==> src/pkg/pldld_pkg.sv <==
// constants, register map and carriers of the digital lock detector
// assumes a single 100 MHz clock and a plain strobe register port
package pldld_pkg;

  // register port geometry
  localparam int ADDR_W = 8;
  localparam int DATA_W = 32;

  // widths of window (clock cycles) and lock targets (pd cycles)
  localparam int WIN_W = 8;
  localparam int CNT_W = 16;

  // clock
  localparam int CLK_PERIOD_NS = 10;

  // byte offsets
  localparam logic [ADDR_W-1:0] OFS_WINDOW = 8'h00;
  localparam logic [ADDR_W-1:0] OFS_TGT1 = 8'h04;
  localparam logic [ADDR_W-1:0] OFS_TGT2 = 8'h08;
  localparam logic [ADDR_W-1:0] OFS_HOLD_TGT = 8'h0C;
  localparam logic [ADDR_W-1:0] OFS_STATUS = 8'h10;
  localparam logic [ADDR_W-1:0] OFS_IRQ_STAT = 8'h14;
  localparam logic [ADDR_W-1:0] OFS_IRQ_MASK = 8'h18;

  // field positions in the window register
  localparam int WIN1_LSB = 0;
  localparam int WIN2_LSB = 8;

  // reset values
  localparam logic [WIN_W-1:0] WIN_RST = 8'h04;
  localparam logic [CNT_W-1:0] TGT_RST = 16'h0400;
  localparam logic [CNT_W-1:0] HOLD_TGT_RST = 16'h0400;

  // interrupt bits, same layout in status and mask
  localparam int IRQ_W = 4;
  localparam int IRQ_LOCK1 = 0;
  localparam int IRQ_LOCK2 = 1;
  localparam int IRQ_HOLD_EXIT = 2;
  localparam int IRQ_LOCK_LOST = 3;
  localparam logic [IRQ_W-1:0] IRQ_RST = 4'h0;

  // status register bits
  localparam int ST_LOCK1 = 0;
  localparam int ST_LOCK2 = 1;
  localparam int ST_HOLD = 2;

  typedef struct packed {
    logic [ADDR_W-1:0] addr;
    logic [DATA_W-1:0] wdata;
    logic wr;
    logic rd;
  } pldld_bus_req_t;

  typedef struct packed {
    logic holdover;
    logic lock2;
    logic lock1;
  } pldld_status_t;

endpackage
==> src/hdl/pldld_lock_cnt.sv <==
// consecutive in-window counter producing one lock event
// assumes good and bad arrive as single-cycle pulses, never together
`timescale 1ns/1ns
module pldld_lock_cnt #(
  parameter int CNT_W = pldld_pkg::CNT_W
) (
  // clock and reset
  input wire logic clk_i,
  input wire logic reset_i,
  // control
  input wire logic clear_i,
  input wire logic good_i,
  input wire logic bad_i,
  input wire logic [CNT_W-1:0] target_i,
  // results
  output logic locked_o,
  output logic rise_o,
  output logic fall_o
);

  logic [CNT_W-1:0] count_q;
  logic [CNT_W:0] next_cnt;

  assign next_cnt = {1'b0, count_q} + (CNT_W+1)'(1);

  always_ff @(posedge clk_i or posedge reset_i) begin
    if (reset_i) begin
      count_q <= '0;
      locked_o <= 1'b0;
      rise_o <= 1'b0;
      fall_o <= 1'b0;
    end else begin
      rise_o <= 1'b0;
      fall_o <= 1'b0;
      if (clear_i || bad_i) begin
        count_q <= '0;
        locked_o <= 1'b0;
        fall_o <= locked_o && bad_i;
      end else if (good_i && !locked_o) begin
        count_q <= next_cnt[CNT_W-1:0];
        if (next_cnt >= {1'b0, target_i}) begin
          locked_o <= 1'b1;
          rise_o <= 1'b1;
        end
      end
    end
  end
endmodule // pldld_lock_cnt

==> src/hdl/pldld_phase_win.sv <==
// per-loop edge synchroniser and phase window judge
// assumes reference and feedback edges arrive asynchronously on pins
`timescale 1ns/1ns
module pldld_phase_win #(
  parameter int WIN_W = pldld_pkg::WIN_W
) (
  // clock and reset
  input wire logic clk_i,
  input wire logic reset_i,
  // divider outputs
  input wire logic ref_i,
  input wire logic fb_i,
  // window in clock cycles
  input wire logic [WIN_W-1:0] window_i,
  // one result per phase detector cycle
  output logic good_o,
  output logic bad_o
);

  typedef enum {S_IDLE, S_WAIT_FB, S_WAIT_REF, S_LATE_FB, S_LATE_REF}
    pldld_pw_state_t;

  logic [2:0] ref_s_q;
  logic [2:0] fb_s_q;
  logic ref_f_q;
  logic fb_f_q;
  logic ref_rise;
  logic fb_rise;
  pldld_pw_state_t state_q;
  logic [WIN_W-1:0] elapsed_q;
  logic expired;

  ////////////////////////////////////////////////////////////////////////
  // three-stage sync, level accepted when stages two and three agree
  always_ff @(posedge clk_i or posedge reset_i) begin
    if (reset_i) begin
      ref_s_q <= 3'h0;
      fb_s_q <= 3'h0;
    end else begin
      ref_s_q <= {ref_s_q[1:0], ref_i};
      fb_s_q <= {fb_s_q[1:0], fb_i};
    end
  end

  assign ref_rise = (ref_s_q[1] == ref_s_q[2]) && ref_s_q[2] && !ref_f_q;
  assign fb_rise = (fb_s_q[1] == fb_s_q[2]) && fb_s_q[2] && !fb_f_q;

  always_ff @(posedge clk_i or posedge reset_i) begin
    if (reset_i) begin
      ref_f_q <= 1'b0;
      fb_f_q <= 1'b0;
    end else begin
      if (ref_s_q[1] == ref_s_q[2]) ref_f_q <= ref_s_q[2];
      if (fb_s_q[1] == fb_s_q[2]) fb_f_q <= fb_s_q[2];
    end
  end

  ////////////////////////////////////////////////////////////////////////
  // pairing: the first edge opens the window, the other must follow
  assign expired = (elapsed_q >= window_i);

  always_ff @(posedge clk_i or posedge reset_i) begin
    if (reset_i) begin
      state_q <= S_IDLE;
      elapsed_q <= '0;
      good_o <= 1'b0;
      bad_o <= 1'b0;
    end else begin
      good_o <= 1'b0;
      bad_o <= 1'b0;
      if (elapsed_q != '1) elapsed_q <= elapsed_q + WIN_W'(1);
      case (state_q)
        S_IDLE: begin
          elapsed_q <= '0;
          if (ref_rise && fb_rise) good_o <= 1'b1;
          else if (ref_rise) state_q <= S_WAIT_FB;
          else if (fb_rise) state_q <= S_WAIT_REF;
        end
        S_WAIT_FB: begin
          if (fb_rise) begin
            good_o <= !expired;
            bad_o <= expired;
            state_q <= S_IDLE;
          end else if (expired) begin
            bad_o <= 1'b1;
            state_q <= S_LATE_FB;
          end
        end
        S_WAIT_REF: begin
          if (ref_rise) begin
            good_o <= !expired;
            bad_o <= expired;
            state_q <= S_IDLE;
          end else if (expired) begin
            bad_o <= 1'b1;
            state_q <= S_LATE_REF;
          end
        end
        // late partner still owed; swallow it so pairs stay aligned
        S_LATE_FB: if (fb_rise) state_q <= S_IDLE;
        S_LATE_REF: if (ref_rise) state_q <= S_IDLE;
        default: state_q <= S_IDLE;
      endcase
    end
  end
endmodule // pldld_phase_win

==> src/hdl/pldld_top.sv <==
// top of the digital lock detector: register port, three lock events,
// holdover exit and interrupt logic
// assumes divider edges on pins, holdover entry from same-clock logic
//
// Function
// - three events: loop one, loop two, holdover exit
// - loop events have own window and target; holdover exit has own target, loop one window
// - event only after target consecutive good cycles
// - out-of-window edge clears that event's count
// - loop lock event drives lock output true
// - holdover exit event leaves holdover
`timescale 1ns/1ns
module pldld_top (
  // clock and reset
  input wire logic clk_i,
  input wire logic reset_i,
  // register port
  input wire pldld_pkg::pldld_bus_req_t bus_i,
  output logic [pldld_pkg::DATA_W-1:0] rd_data_o,
  // loop one divider outputs
  input wire logic first_ref_edge_i,
  input wire logic first_fb_edge_i,
  // loop two divider outputs
  input wire logic second_ref_edge_i,
  input wire logic second_fb_edge_i,
  // holdover control
  input wire logic holdover_enter_i,
  output logic holdover_o,
  // lock indications
  output logic first_loop_lock_o,
  output logic second_loop_lock_o,
  // interrupt
  output logic irq_o
);

  logic [pldld_pkg::WIN_W-1:0] first_loop_window_width_q;
  logic [pldld_pkg::WIN_W-1:0] second_loop_window_width_q;
  logic [pldld_pkg::CNT_W-1:0] first_loop_lock_target_q;
  logic [pldld_pkg::CNT_W-1:0] second_loop_lock_target_q;
  logic [pldld_pkg::CNT_W-1:0] holdover_exit_target_q;
  logic [pldld_pkg::IRQ_W-1:0] irq_stat_q;
  logic [pldld_pkg::IRQ_W-1:0] irq_stat_d;
  logic [pldld_pkg::IRQ_W-1:0] irq_mask_q;
  logic [pldld_pkg::IRQ_W-1:0] irq_evt;
  logic [pldld_pkg::DATA_W-1:0] rd_data_d;
  logic holdover_q;
  logic irq_q;
  logic good1;
  logic bad1;
  logic good2;
  logic bad2;
  logic lock1;
  logic lock1_rise;
  logic lock1_fall;
  logic lock2;
  logic lock2_rise;
  logic lock2_fall;
  logic hold_done;
  logic hold_exit;
  logic hold_clear;
  logic wr_hit_win;
  logic rd_irq;
  pldld_pkg::pldld_status_t status;

  ////////////////////////////////////////////////////////////////////////
  // configuration registers
  assign wr_hit_win = bus_i.wr && (bus_i.addr == pldld_pkg::OFS_WINDOW);

  always_ff @(posedge clk_i or posedge reset_i) begin
    if (reset_i) begin
      first_loop_window_width_q <= pldld_pkg::WIN_RST;
      second_loop_window_width_q <= pldld_pkg::WIN_RST;
    end else if (wr_hit_win) begin
      first_loop_window_width_q <=
        bus_i.wdata[pldld_pkg::WIN1_LSB +: pldld_pkg::WIN_W];
      second_loop_window_width_q <=
        bus_i.wdata[pldld_pkg::WIN2_LSB +: pldld_pkg::WIN_W];
    end
  end

  // targets change take effect on the next good cycle; a lower target
  // can therefore lock at once, which software must expect
  always_ff @(posedge clk_i or posedge reset_i) begin
    if (reset_i) begin
      first_loop_lock_target_q <= pldld_pkg::TGT_RST;
      second_loop_lock_target_q <= pldld_pkg::TGT_RST;
      holdover_exit_target_q <= pldld_pkg::HOLD_TGT_RST;
    end else if (bus_i.wr) begin
      case (bus_i.addr)
        pldld_pkg::OFS_TGT1: begin
          first_loop_lock_target_q <= bus_i.wdata[pldld_pkg::CNT_W-1:0];
        end
        pldld_pkg::OFS_TGT2: begin
          second_loop_lock_target_q <= bus_i.wdata[pldld_pkg::CNT_W-1:0];
        end
        pldld_pkg::OFS_HOLD_TGT: begin
          holdover_exit_target_q <= bus_i.wdata[pldld_pkg::CNT_W-1:0];
        end
        default: begin
        end
      endcase
    end
  end

  always_ff @(posedge clk_i or posedge reset_i) begin
    if (reset_i) begin
      irq_mask_q <= pldld_pkg::IRQ_RST;
    end else if (bus_i.wr && bus_i.addr == pldld_pkg::OFS_IRQ_MASK) begin
      irq_mask_q <= bus_i.wdata[pldld_pkg::IRQ_W-1:0];
    end
  end

  ////////////////////////////////////////////////////////////////////////
  // phase judges, one per loop
  pldld_phase_win #(
    .WIN_W(pldld_pkg::WIN_W)
  ) u_win1 (
    .clk_i(clk_i),
    .reset_i(reset_i),
    .ref_i(first_ref_edge_i),
    .fb_i(first_fb_edge_i),
    .window_i(first_loop_window_width_q),
    .good_o(good1),
    .bad_o(bad1)
  );

  pldld_phase_win #(
    .WIN_W(pldld_pkg::WIN_W)
  ) u_win2 (
    .clk_i(clk_i),
    .reset_i(reset_i),
    .ref_i(second_ref_edge_i),
    .fb_i(second_fb_edge_i),
    .window_i(second_loop_window_width_q),
    .good_o(good2),
    .bad_o(bad2)
  );

  ////////////////////////////////////////////////////////////////////////
  // three independent counters; loop one window shared by two of them
  pldld_lock_cnt #(
    .CNT_W(pldld_pkg::CNT_W)
  ) u_lock1 (
    .clk_i(clk_i),
    .reset_i(reset_i),
    .clear_i(1'b0),
    .good_i(good1),
    .bad_i(bad1),
    .target_i(first_loop_lock_target_q),
    .locked_o(lock1),
    .rise_o(lock1_rise),
    .fall_o(lock1_fall)
  );

  pldld_lock_cnt #(
    .CNT_W(pldld_pkg::CNT_W)
  ) u_lock2 (
    .clk_i(clk_i),
    .reset_i(reset_i),
    .clear_i(1'b0),
    .good_i(good2),
    .bad_i(bad2),
    .target_i(second_loop_lock_target_q),
    .locked_o(lock2),
    .rise_o(lock2_rise),
    .fall_o(lock2_fall)
  );

  // held clear outside holdover so every entry starts a fresh count
  assign hold_clear = !holdover_q;

  pldld_lock_cnt #(
    .CNT_W(pldld_pkg::CNT_W)
  ) u_hold (
    .clk_i(clk_i),
    .reset_i(reset_i),
    .clear_i(hold_clear),
    .good_i(good1),
    .bad_i(bad1),
    .target_i(holdover_exit_target_q),
    .locked_o(),
    .rise_o(hold_done),
    .fall_o()
  );

  ////////////////////////////////////////////////////////////////////////
  // holdover flag and lock outputs
  assign hold_exit = hold_done && holdover_q;

  always_ff @(posedge clk_i or posedge reset_i) begin
    if (reset_i) begin
      holdover_q <= 1'b0;
    end else if (hold_exit) begin
      holdover_q <= 1'b0;
    end else if (holdover_enter_i) begin
      holdover_q <= 1'b1;
    end
  end

  assign holdover_o = holdover_q;
  assign first_loop_lock_o = lock1;
  assign second_loop_lock_o = lock2;

  ////////////////////////////////////////////////////////////////////////
  // sticky interrupt status, cleared by reading it; new events win
  always_comb begin
    irq_evt = '0;
    irq_evt[pldld_pkg::IRQ_LOCK1] = lock1_rise;
    irq_evt[pldld_pkg::IRQ_LOCK2] = lock2_rise;
    irq_evt[pldld_pkg::IRQ_HOLD_EXIT] = hold_exit;
    irq_evt[pldld_pkg::IRQ_LOCK_LOST] = lock1_fall || lock2_fall;
  end

  assign rd_irq = bus_i.rd && (bus_i.addr == pldld_pkg::OFS_IRQ_STAT);
  assign irq_stat_d = (rd_irq ? '0 : irq_stat_q) | irq_evt;

  always_ff @(posedge clk_i or posedge reset_i) begin
    if (reset_i) begin
      irq_stat_q <= pldld_pkg::IRQ_RST;
    end else begin
      irq_stat_q <= irq_stat_d;
    end
  end

  // registered from next status so the pin changes in the same cycle as status, glitch free
  always_ff @(posedge clk_i or posedge reset_i) begin
    if (reset_i) begin
      irq_q <= 1'b0;
    end else begin
      irq_q <= |(irq_stat_d & irq_mask_q);
    end
  end

  assign irq_o = irq_q;

  ////////////////////////////////////////////////////////////////////////
  // read path: data valid only in the cycle after the strobe
  assign status.lock1 = lock1;
  assign status.lock2 = lock2;
  assign status.holdover = holdover_q;

  always_comb begin
    rd_data_d = '0;
    if (bus_i.rd) begin
      case (bus_i.addr)
        pldld_pkg::OFS_WINDOW: begin
          rd_data_d[pldld_pkg::WIN1_LSB +: pldld_pkg::WIN_W] =
            first_loop_window_width_q;
          rd_data_d[pldld_pkg::WIN2_LSB +: pldld_pkg::WIN_W] =
            second_loop_window_width_q;
        end
        pldld_pkg::OFS_TGT1: begin
          rd_data_d[pldld_pkg::CNT_W-1:0] = first_loop_lock_target_q;
        end
        pldld_pkg::OFS_TGT2: begin
          rd_data_d[pldld_pkg::CNT_W-1:0] = second_loop_lock_target_q;
        end
        pldld_pkg::OFS_HOLD_TGT: begin
          rd_data_d[pldld_pkg::CNT_W-1:0] = holdover_exit_target_q;
        end
        pldld_pkg::OFS_STATUS: begin
          rd_data_d[pldld_pkg::ST_LOCK1] = status.lock1;
          rd_data_d[pldld_pkg::ST_LOCK2] = status.lock2;
          rd_data_d[pldld_pkg::ST_HOLD] = status.holdover;
        end
        pldld_pkg::OFS_IRQ_STAT: begin
          rd_data_d[pldld_pkg::IRQ_W-1:0] = irq_stat_q;
        end
        pldld_pkg::OFS_IRQ_MASK: begin
          rd_data_d[pldld_pkg::IRQ_W-1:0] = irq_mask_q;
        end
        default: rd_data_d = '0;
      endcase
    end
  end

  always_ff @(posedge clk_i or posedge reset_i) begin
    if (reset_i) begin
      rd_data_o <= '0;
    end else begin
      rd_data_o <= rd_data_d;
    end
  end
endmodule // pldld_top

==> config.mk <==
export PLATFORM = sky130hd
export DESIGN_NAME = pldld_top
export DESIGN_NICKNAME = d
export VERILOG_FILES = /design/src/pkg/pldld_pkg.sv /design/src/hdl/pldld_lock_cnt.sv /design/src/hdl/pldld_phase_win.sv /design/src/hdl/pldld_top.sv
export SDC_FILE = /design/constraint.sdc
export NUM_CORES = 1
export LEC_CHECK = 0
export BUFFER_PORTS_ARGS = -buffer_cell sky130_fd_sc_hd__buf_2
export CAP_MARGIN = 0
export CORE_ASPECT_RATIO = 0.5
export CORE_MARGIN = 2
export CORE_UTILIZATION = 50
export DETAILED_ROUTE_END_ITERATION = 10
export MAX_ROUTING_LAYER = met4
export PLACE_DENSITY_LB_ADDON = 0.08
export SLEW_MARGIN = 40
export SYNTH_ARGS = -nofsm -noshare
export SYNTH_HDL_FRONTEND = slang
export SYNTH_SLANG_ARGS = --single-unit
==> constraint.sdc <==
create_clock -name clk_i -period 5.6 [get_ports clk_i]
set_input_delay 0.56 -clock clk_i [delete_from_list [all_inputs] [get_ports clk_i]]
set_output_delay 0.56 -clock clk_i [all_outputs]
set_load 0.005 [all_outputs]
* After elaboration in Yosys (flattened, before gate mapping)
Cells that the tools add are included.
Word-level totals: bits of input ports 49, register bits after elaboration 262, logic and storage cells 206
Cells by class: equality and inequality tests 32, add/subtract/negate cells 5, mux-type cells 73, reduce and logical (&&, ||, !) cells 52, order comparisons 5, bitwise operators 2
Operators with widths (number):
- $mux W32 | 18
- $pmux W32 S5 | 2
- $eq A32 B2 Y1 const B | 4
- $mux W16 | 7
- $eq A32 B1 Y1 const B | 2
- $eq A32 B3 Y1 const B | 2
- $logic_not A32 Y1 | 2
- $add A16 B1 Y17 const B | 3
- $ge A17 B16 Y1 | 3
- $pmux W12 S4 | 1
- $mux W1 | 34
- $mux W8 | 4
- $eq A8 B5 Y1 const B | 3
- $pmux W3 S7 | 1
- $logic_and A1 B1 Y1 | 19
- $ne A3 B1 Y1 const B | 6
- $reduce_bool A2 Y1 | 9
- $add A8 B1 Y8 const B | 2
- $eq A8 B4 Y1 const B | 2
- $ge A8 B8 Y1 | 2
- $ne A8 B8 Y1 const B | 2
- $reduce_and A2 Y1 | 6
- $reduce_and A6 Y1 | 2
- $logic_not A1 Y1 | 10
- 13 further kinds | 23

* Depth between registers and ports, before layout
Gate-level depths: netlist (run 1).
depth in word-level cells 7, mapped depth 12, gate-level depth less buffers 12

* Hierarchy
From an unflattened synthesis (run 1), not the netlist that was laid out.
Second synthesis, totals: cell total of the unflattened synthesis 1029, area total of the unflattened synthesis 10782.8 um2
By module, submodules not included:
- pldld_top | area each 4006.3 um2, cells each 270, times used 1, sequential area each 2258.4 um2
- pldld_lock_cnt at u_hold ... | area each 1495.2 um2, cells each 179, times used 2, sequential area each 475.5 um2
- pldld_phase_win | area each 1121.1 um2, cells each 112, times used 2, sequential area each 525.5 um2
- pldld_lock_cnt at u_lock2 | area each 1544.0 um2, cells each 177, times used 1, sequential area each 475.5 um2

* Least setup slack after synthesis (run 1)
No wires, ideal clock.
path kind reg-to-reg, from register u_hold.count_q[2], to register u_hold.locked_o, required time 5468 ps, slack 2728 ps, clock period less this slack 2872 ps, path buffers 0, arrival time 2740 ps, cell stages (with the launch flop) 13, library setup time 132 ps, cell sequence dfrtp_1 and3_1 nand3_1 nor3_1 nand3_1 xnor2_1 ha_1 or3_1 o21ai_0 a21oi_1 or4_1 a21oi_1 nor2_1
Between the ends: longest elaborated chain between the ends 4
Ends and longest elaborated chain:
- from (decl) | RTL line pldld_lock_cnt.sv:21 | logic [CNT_W-1:0] count_q;
- from (signal assigned) | RTL line pldld_lock_cnt.sv:40 | count_q <= next_cnt[CNT_W-1:0];
- $add A16 B1 Y17 | RTL line pldld_lock_cnt.sv:24 | assign next_cnt = {1'b0, count_q} + (CNT_W+1)'(1);
- $ge A17 B16 Y1 | RTL line pldld_lock_cnt.sv:41 | if (next_cnt >= {1'b0, target_i}) begin
- $reduce_bool A2 Y1 (no line)
- $reduce_and A2 Y1 (no line)
- to (signal assigned) | RTL line pldld_lock_cnt.sv:29 | locked_o <= 1'b0;
- to (signal assigned) | RTL line pldld_lock_cnt.sv:37 | locked_o <= 1'b0;
- to (signal assigned) | RTL line pldld_lock_cnt.sv:42 | locked_o <= 1'b1;
- to (decl) | RTL line pldld_lock_cnt.sv:16 | output logic locked_o,
No other way between the ends. A chain may end at the register's enable or synchronous reset.

* Final worst setup path (run 1)
from register u_lock2.count_q[0], to register u_lock2.locked_o
Between the ends: longest elaborated chain between the ends 4
Ends and longest elaborated chain (RTL line):
- from (decl) | pldld_lock_cnt.sv:21
- from (signal assigned) | pldld_lock_cnt.sv:40
- $add A16 B1 Y17 | pldld_lock_cnt.sv:24
- $ge A17 B16 Y1 | pldld_lock_cnt.sv:41
- $reduce_bool A2 Y1 (no line)
- $reduce_and A2 Y1 (no line)
- to (signal assigned) | pldld_lock_cnt.sv:29
- to (signal assigned) | pldld_lock_cnt.sv:37
- to (signal assigned) | pldld_lock_cnt.sv:42
- to (decl) | pldld_lock_cnt.sv:16
No other way between the ends.

==> results.cfg, run 1 <==
[setup_path]
cp_max_fo = 6
critPathKind = reg -> reg
cp-end-kind = flip-flop
cp.required_ns = 5.90
cpMostUsedCell = ha_1
worstPathArrival_ns = 3.69
startpoint = u_lock2.count_q[0]
worst_setup_path_start_kind = flip-flop
cp_slowest_cell = nor4_1
crit_chain = ha_1 > nand3_2 > nor4_1 > nand3_1 > xnor2_1 > ha_1 > nand4_1 > nor2_1 > a2111oi_0 > o221a_2 > a311oi_2
reg2reg_from = u_lock2.count_q[0]
max_stage_delay_ns = 0.65

[logic_synthesis]
syn_area_per_cell_um2 = 9.44
synthArstFlopShare_pct = 100
synth-edff-count = 0
synth_top_area_share_pct = 44.1
ys_seq_elements = 188
synthCells = 1101
netlist_top_cells_area = dfrtp_1 44%, ha_1 8.8%, nand2_1 4.7%
syn_area_um2 = 10400
ys_types = 61
yosysTopAreaCell = dfrtp_1
yosysWarnings = 0
seq_area_frac_synth_pct = 45.3
synth_flop_cell = dfrtp_1

[cells_and_area]
drive_above_1_share_pct = 12.6
fin_cells = 1415
fin_area_um2 = 11400
area_growth_pct = 9.41
n_antenna_cell = 0
post-route-util_pct = 55.6
finalNetCount = 1251

[power]
power_density_nw_per_um2 = 294
intPower_mw = 2.33
power.share.clock_pct = 34.6
p_sw_mw = 1.01
combinationalPowerShare_pct = 17.1
p_leak_nw = 5.67
power.total_mw = 3.34
p_sw_share_pct = 30.1
seq_power_share_pct = 48.3
peakVddDrop_mv = 0.200

[floorplan]
dieHeight_um = 106
ioPinCount = 85
die-area_um2 = 22000
coreArea_um2 = 20500
die_w_um = 208
start_util_pct = 50.8
num_rows = 37

[clock_tree]
clk_pin_slew_worst_paths_ns = 0.07
cts_tree = done
postCtsSetupRepairBufs = 0
cts_made_buffers = 17
clock_latency_ns = 0.45
cts_max_level = 4
hold_buffers = 0
clock_sinks = 188
cts_resized = 0
cts_root_buf = clkbuf_16
clk_path_buf_depth = 2

[timing]
finalHoldViolCount = 0
layout_setup_ws_ns = 2.21
clock.fmax_mhz = 295
relSlewSlack_pct = 50.9
min_period_ns = 3.39
fin_setup_tns_ns = 0
report.final.slew_viol_count = 0
finalSetupViolCount = 0
skew_ns = 0.00708
tightest_slew_ns = 0.736
post-route-period-util_pct = 60.5
rsz0062_at_grt = false
hold_ws_ns = 0.210

[route]
via_count = 7837
dr.pass1.iters = 8
wl_mm = 24.4
viasPerCell = 5.54
ant_nets = 0
drc = 0
wire_per_inst_um = 17.2
drt_iter0_drc = 793

[global_route]
grt_max_degree = 76
grt_pass1_vias = 7730
grt_pass1_wl_mm = 40.3
gr-usage-all-layers_pct = 24.3
overflow = 0
antenna_found_initial = 0

[outcome]
status = complete, no violations

[place]
finalWeightedCongestion = 0.902
placed_area_um2 = 10800
placed_cells = 1383
io_buffers = 52
dp.final_hpwl_mm = 18.1
pre_cts_ws_ns = 2.26

[hold_path]
hp-start = first_ref_edge_i
hold_class = in -> reg

[job]
maxCapViolations = 0
cells by family (layout without fill, tap and decap cells):
family	after synthesis	count (layout)	share of synthesized area, %
and+or+nand+nor	389	389	17.7
AOI/OAI and AO/OA	190	190	11.2
DFF	188	188	45.3
buffers and inverters	141	167	5.78
xor gates and xnor gates	84	84	7.08
adders and majority gates	73	73	8.79
muxes	35	35	4.08
other	1	16	0.0361
cell type report:
type	instances	area (um^2)
multi-input cells	787	5160
flip-flops and latches	188	4710
inverters	77	293
clock inverters	9	62.6
clock buffers	23	488
fillers	1858	9090
well taps	273	342
repair buffers	58	313
routing by layer:
metal  global-route usage [%]  wire length, um  up-vias
li1                         -                -     3801
met4                     4.96              183        0
met5                        -                0        -
met2                     35.5            10400      191
met1                     34.0            12300     3832
met3                     6.62             1510       13
cells in the mapped netlist (all sizes together), types with 2 or more instances:
master and number:
nor2b 8, inv 77, mux2 29, a21o 10, clkbuf 38, mux2i 3
xnor2 39, a211o 3, dfrtp 183, a31oi 8, and2 4, buf 26
or4 2, nand3 40, o211ai 2, a22oi 4, o21ai 88, a2111oi 3
nor3b 2, o22ai 4, nand2 131, a21oi 38, and4 4, xor2 45
nand2b 14, mux4 3, nor2 102, a211oi 6, or3 13, and3 12
nor3 25, nor4 8, dfstp 5, ha 73, o21a 3, o41ai 2
nand4 21, a222oi 12, and3b 2
critical path: cells and delay by family (launching register included):
kind,cells,cell delay (ns)
simple gates,5,1.19
xor+xnor,1,0.16
flops,1,0.46
compound gates,3,0.87
fa+ha+maj,2,0.57
cells in the final DEF, fill, tap and decap left out, drive strengths merged, types with 21 or more instances in the layout:
cell type	n
a21oi	38
buf	58
clkbuf	23
dfrtp	183
ha	73
inv	77
mux2	29
nand2	131
nand3	40
nand4	21
nor2	102
nor3	25
o21ai	88
xnor2	39
xor2	45
flip-flops by register name (all words and copies together) (netlist names), 3 cells and up:
signal	count
first_loop_lock_target_q	16
first_loop_window_width_q	8
holdover_exit_target_q	16
irq_mask_q	4
irq_stat_q	4
rd_data_o	16
second_loop_lock_target_q	16
second_loop_window_width_q	8
u_hold.count_q	16
u_lock1.count_q	16
u_lock2.count_q	16
u_win1.elapsed_q	8
u_win1.fb_s_q	3
u_win1.ref_s_q	3
u_win1.state_q	3
u_win2.elapsed_q	8
u_win2.fb_s_q	3
u_win2.ref_s_q	3
u_win2.state_q	3
power groups by stage:
stage               Clock, mW  Sequential [mW]  Combinational, mW
detailed placement          0             1.63              0.569
global route             1.24             1.63              0.656
CTS                      1.18             1.61              0.576
global placement            0             1.63              0.542
finish                   1.16             1.61              0.570
floorplan                   0             1.58              0.457
worst paths after layout:
path	endpoint	depth (start not counted)	slack [ns]
setup / recovery	u_lock2.locked_o	11	2.21
hold / removal	u_win1.ref_s_q[0]	1	0.21
setup reg to reg	u_lock2.locked_o	11	2.21
hold reg to reg	u_win1.ref_s_q[1]	0	0.35
max in group asynchronous	second_loop_window_width_q[2]	4	4.22
min in group asynchronous	u_lock2.count_q[2]	3	0.31
No activity file was read; power rests on OpenSTA's default activity.
==> run 2: changes to the inputs <==
--- a/config.mk
+++ b/config.mk
@@ -5,6 +5,7 @@
 export SDC_FILE = /design/constraint.sdc
 export NUM_CORES = 1
 export LEC_CHECK = 0
+export ABC_AREA = 1
 export BUFFER_PORTS_ARGS = -buffer_cell sky130_fd_sc_hd__buf_2
 export CAP_MARGIN = 0
 export CORE_ASPECT_RATIO = 0.5
==> constraint.sdc (replaced) <==
create_clock -name clk_i -period 3.5 [get_ports clk_i]
set_input_delay 0.35 -clock clk_i [delete_from_list [all_inputs] [get_ports clk_i]]
set_output_delay 0.35 -clock clk_i [all_outputs]
set_load 0.005 [all_outputs]
==> results.cfg, run 2 <==
[logic_synthesis]
synth_top_area_share_pct = 42.9
synthCells = 1333
syn_area_um2 = 10700
syn_area_per_cell_um2 = 8.01
yosysWarnings = 0
synthTopCellsByCount = 298 x nand2_1, 216 x inv_1, 183 x dfrtp_1, 91 x nor2_1, 90 x o21ai_0
synthArstFlopShare_pct = 100
seq_area_frac_synth_pct = 44.1
netlist_top_cells_area = dfrtp_1 43%, nand2_1 10%, ha_1 8.6%
synth_flop_cell = dfrtp_1
ys_seq_elements = 188
synth-edff-count = 0
ys_types = 46
yosysTopAreaCell = dfrtp_1
yosysMostFrequentCell = nand2_1

[cells_and_area]
post-route-util_pct = 57.3
final_common_cell = nand2_1
drive_above_1_share_pct = 11.8
area_growth_pct = 11.3
n_antenna_cell = 0
finalNetCount = 1514
final_cell_mix = 298 x nand2_1, 215 x inv_1, 183 x dfrtp_1, 91 x nor2_1, 90 x o21ai_0

[clock_tree]
clock_sinks = 188
clk_path_buf_depth = 2
cts_resized = 0
cts_tree = done
clk_pin_slew_worst_paths_ns = 0.07
cts_root_buf = clkbuf_16
cts_max_level = 4
cts_made_buffers = 17
clock_latency_ns = 0.44

[timing]
report.final.slew_viol_count = 0
skew_ns = 0.0114
fin_setup_tns_ns = 0
hold_ws_ns = 0.118
layout_setup_ws_ns = 0.862
relSlewSlack_pct = 59.7
rsz0062_at_grt = false
finalHoldViolCount = 0
finalSetupViolCount = 0
min_period_ns = 2.64
clock.fmax_mhz = 379
tightest_slew_ns = 0.602
post-route-period-util_pct = 75.4

[floorplan]
num_rows = 37
dieHeight_um = 107
start_util_pct = 51.5
ioPinCount = 85
die-area_um2 = 22600
die_w_um = 211
coreArea_um2 = 20700

[setup_path]
ff2ff_path_depth = 16
critPathKind = reg -> reg
cp_slowest_cell = dfrtp_1
worst_setup_path_start_kind = flip-flop
cp.required_ns = 3.88
r2r-end = u_hold.rise_o
crit_family = simple AND/OR/NAND/NOR gates
max_stage_delay_ns = 0.42
reg2reg_from = u_hold.count_q[0]
worstPathArrival_ns = 3.02
cp_max_fo = 6
crit_chain = ha_1 > nand3_1 > nor2_2 > nand3_1 > nor2_1 > xor2_1 > inv_1 > ha_1 > nand4_1 > nor3_1 > nand2_1 > nand3_1 > nor2_1 > nand2_1 > nand2_1 > inv_1
startpoint = u_hold.count_q[0]
cp.depth = 16
endpoint = u_hold.rise_o
rrSetupSlack_ns = 0.86
cp-end-kind = flip-flop
path_buf_inv = 2

[route]
dr.pass1.iters = 5
drt_iter0_drc = 857
drc = 0
via_count = 8768
viasPerCell = 5.23
ant_nets = 0
wl_mm = 25.9
wire_per_inst_um = 15.4

[power]
power_density_nw_per_um2 = 506
power.total_mw = 6.02
p_leak_nw = 6.03
peakVddDrop_mv = 0.328

[global_route]
grt_pass1_wl_mm = 42.3
grt_max_degree = 68
grt_pass1_vias = 8346
gr-usage-all-layers_pct = 25.0
overflow = 0
antenna_found_initial = 0

[hold_path]
hold_class = in -> reg

[place]
dp.final_hpwl_mm = 19.9
finalWeightedCongestion = 0.870
io_buffers = 52
pre_cts_ws_ns = 0.873

[job]
maxCapViolations = 0

[outcome]
status = complete, no violations
-- run 2: area by class of cell --
cell class	count	area [um^2]
fillers	1955	8850
flip-flops and latches	188	4710
multi-input cells	888	4920
well taps	273	342
clock inverters	14	176
clock buffers	18	429
repair buffers	63	425
inverters	234	882
-- run 2: timing repair --
| item | in CTS | in global routing |
|---|---|---|
| hold buffers | 5 | 0 |
| hold endpoints to repair | 18 | 0 |
| setup buffers | 0 | 0 |
-- run 2: logic make-up after synthesis --
kind of cell	synth area share (%)
adder cells (fa/ha/maj)	8.55
AO/OA/AOI/OAI	11.6
AND/OR/NAND/NOR	22.7
XOR/XNOR	2.52
multiplexers	0.105
flip-flops	44.1
buffers and inverters	10.4
other	0.0351
-- run 2: per-stage QoR --
stage                     std cells  instance area, um^2
after floorplan                1348                10700
after global placement         1639                11200
after detailed placement       1641                11200
after CTS                      1678                11900
after global routing           1678                11900
final                          1678                11900
-- run 2: worst min-delay path by stage --
stage,from,endpoint,slack (ns),cells past startpoint
after global routing,holdover_enter_i,holdover_o,0.12,2
after global placement,u_win1.fb_s_q[0],u_win1.fb_s_q[1],0.34,0
final,holdover_enter_i,holdover_o,0.12,2
after floorplan,u_win1.fb_s_q[0],u_win1.fb_s_q[1],0.33,0
after detailed placement,reset_i,u_win1.ref_s_q[0],0.23,2
after CTS,holdover_enter_i,holdover_o,0.1,2
-- run 2: worst reg2reg max path, stage by stage (launching register included) --
cell,delay (ns)
dfrtp_1,0.42
ha_1,0.21
nand3_1,0.12
nor2_2,0.23
nand3_1,0.14
nor2_1,0.13
xor2_1,0.21
inv_1,0.07
ha_1,0.32
nand4_1,0.16
nor3_1,0.18
nand2_1,0.07
nand3_1,0.07
nor2_1,0.05
nand2_1,0.07
nand2_1,0.08
inv_1,0.08
-- run 2: power breakdown --
part	internal, mW	total, mW	switching (mW)
registers	2.37	2.54	0.165
logic	0.456	1.46	1.01
clock network	1.08	2.01	0.927
-- run 2: per-layer routing --
metal  wire (um)  GRT usage, %
met1       12800          35.1
met2       11500          38.6
met3        1190          3.24
met4         352          6.34
met5           0             -
==> run 3: changes to the inputs <==
--- a/config.mk
+++ b/config.mk
@@ -5,7 +5,7 @@
 export SDC_FILE = /design/constraint.sdc
 export NUM_CORES = 1
 export LEC_CHECK = 0
-export ABC_AREA = 1
+export ABC_AREA = 0
 export BUFFER_PORTS_ARGS = -buffer_cell sky130_fd_sc_hd__buf_2
 export CAP_MARGIN = 0
 export CORE_ASPECT_RATIO = 0.5
==> constraint.sdc (replaced) <==
create_clock -name clk_i -period 2.2 [get_ports clk_i]
set_input_delay 0.22 -clock clk_i [delete_from_list [all_inputs] [get_ports clk_i]]
set_output_delay 0.22 -clock clk_i [all_outputs]
set_load 0.005 [all_outputs]
==> results.cfg, run 3 (synthesis gave the netlist of run 1 again) <==
[timing]
relSlewSlack_pct = 51.6
skew_ns = 0.00932
layout_setup_ws_ns = -0.575
tightest_slew_ns = 0.719
report.final.slew_viol_count = 0
finalSetupViolCount = 6
rsz0062_at_grt = true
finalHoldViolCount = 0
min_period_ns = 2.77
post-route-period-util_pct = 126
clock.fmax_mhz = 360

[clock_tree]
cts_tree = done
clock_latency_ns = 0.45
clk_path_buf_depth = 2
cts_made_buffers = 17
clk_pin_slew_worst_paths_ns = 0.07
cts_max_level = 4
cts_root_buf = clkbuf_16
clock_sinks = 188

[power]
peakVddDrop_mv = 0.407
power.share.clock_pct = 33.4
p_leak_nw = 6.37
combinationalPowerShare_pct = 22.0
power_density_nw_per_um2 = 719
power.total_mw = 9.06
seq_power_share_pct = 44.6
intPower_mw = 6.30
p_sw_share_pct = 30.4
p_sw_mw = 2.76

[setup_path]
cp-end-kind = flip-flop
cp_max_fo = 4
cp.required_ns = 2.54
worst_setup_path_start_kind = flip-flop
critPathKind = reg -> reg
worstPathArrival_ns = 3.11

[cells_and_area]
final_common_cell = dfrtp_1
drive_above_1_share_pct = 23.7
final_cell_mix = 181 x dfrtp_1, 129 x nand2_1, 115 x buf_4, 98 x nor2_1, 84 x o21ai_0
post-route-util_pct = 61.5
n_antenna_cell = 0
area_growth_pct = 21.1
finalNetCount = 1369

[route]
ant_nets = 0
wire_per_inst_um = 16.9
drt_iter0_drc = 626
wl_mm = 25.9
viasPerCell = 5.36
drc = 0
via_count = 8220
dr.pass1.iters = 5

[place]
io_buffers = 52
finalWeightedCongestion = 0.929
dp.final_hpwl_mm = 19.3

[global_route]
antenna_found_initial = 0
overflow = 0
grt_max_degree = 86
grt_pass1_wl_mm = 42.2
grt_pass1_vias = 8026
gr-usage-all-layers_pct = 25.6

[floorplan]
ioPinCount = 85
die_w_um = 208
dieHeight_um = 106
num_rows = 37
coreArea_um2 = 20500
start_util_pct = 50.8
die-area_um2 = 22000

[outcome]
violations = negative setup slack
status = finished with violations

[hold_path]
hold_class = in -> reg

[job]
maxCapViolations = 0
[run 3: layout make-up]
type	instances	area (um^2)
Fill cell	1741	7870
Sequential cell	188	4710
Inverter	77	293
Clock inverter	14	135
Multi-Input combinational cell	787	5440
Clock buffer	18	429
Timing Repair Buffer	176	1240
Tap cell	273	342
[run 3: repair_timing]
action                                  CTS  global route
resized for setup                        15            23
hold buffers                              6             0
hold endpoints to repair                188             0
pin swaps                                23            19
cloned                                    0             0
setup buffers                             9             3
endpoints found under the setup margin    9            10
[run 3: metrics by stage]
step | instance area [um^2] | setup slack [ns] | hold slack [ns] | setup TNS (ns) | cells
floorplan | 10600 | -0.458 | 0.251 | -81.06 | 1116
CTS | 12500 | -0.588 | 0.0161 | -2.16 | 1530
finish | 12600 | -0.575 | 0.0379 | -1.97 | 1533
global route | 12600 | -0.740 | 0.0437 | -2.82 | 1533
global placement | 11700 | -0.514 | 0.328 | -2.12 | 1484
detailed placement | 11700 | -0.622 | 0.329 | -2.68 | 1484
[run 3: power groups by stage]
stage	registers, mW	logic [mW]	clock network, mW
after global routing	4.08	2.24	3.25
after floorplan	4.04	1.21	0
after CTS	4.03	1.95	3.09
after global placement	4.08	1.79	0
after detailed placement	4.10	1.84	0
final	4.04	1.99	3.03
[run 3: path summary, 6_finish.rpt]
kind | endpoint | start | slack [ns] | depth (start not counted)
max | u_hold.locked_o | u_hold.count_q[1] | -0.57 | 12
min | second_loop_window_width_q[7] | bus_i[17] | 0.04 | 3
max reg2reg | u_hold.locked_o | u_hold.count_q[1] | -0.57 | 12
min reg2reg | u_win2.ref_s_q[1] | u_win2.ref_s_q[0] | 0.35 | 0
max in group asynchronous | first_loop_lock_target_q[10] | reset_i | 1.32 | 4
min in group asynchronous | irq_stat_q[2] | reset_i | 0.46 | 4
[run 3: worst max-delay path, cell delays in order, from the launching register on]
cell and delay [ns]:
dfrtp_1 0.38, ha_2 0.19, nand4_1 0.16, nor4_4 0.26
buf_4 0.18, xor2_2 0.14, ha_1 0.26, a211o_1 0.28
o211ai_1 0.11, a21oi_1 0.11, or4_4 0.42, a21oi_1 0.14
nor2_1 0.05
[run 3: layer usage]
metal,routed length [um],up-vias,share of wire [%],global-route usage [%]
met1,13200,4023,51,36.8
met2,11200,142,43,36.5
met3,1180,22,4.6,5.94
met4,308,0,1.2,6.59
li1,-,4033,-,-
met5,0,-,0,-
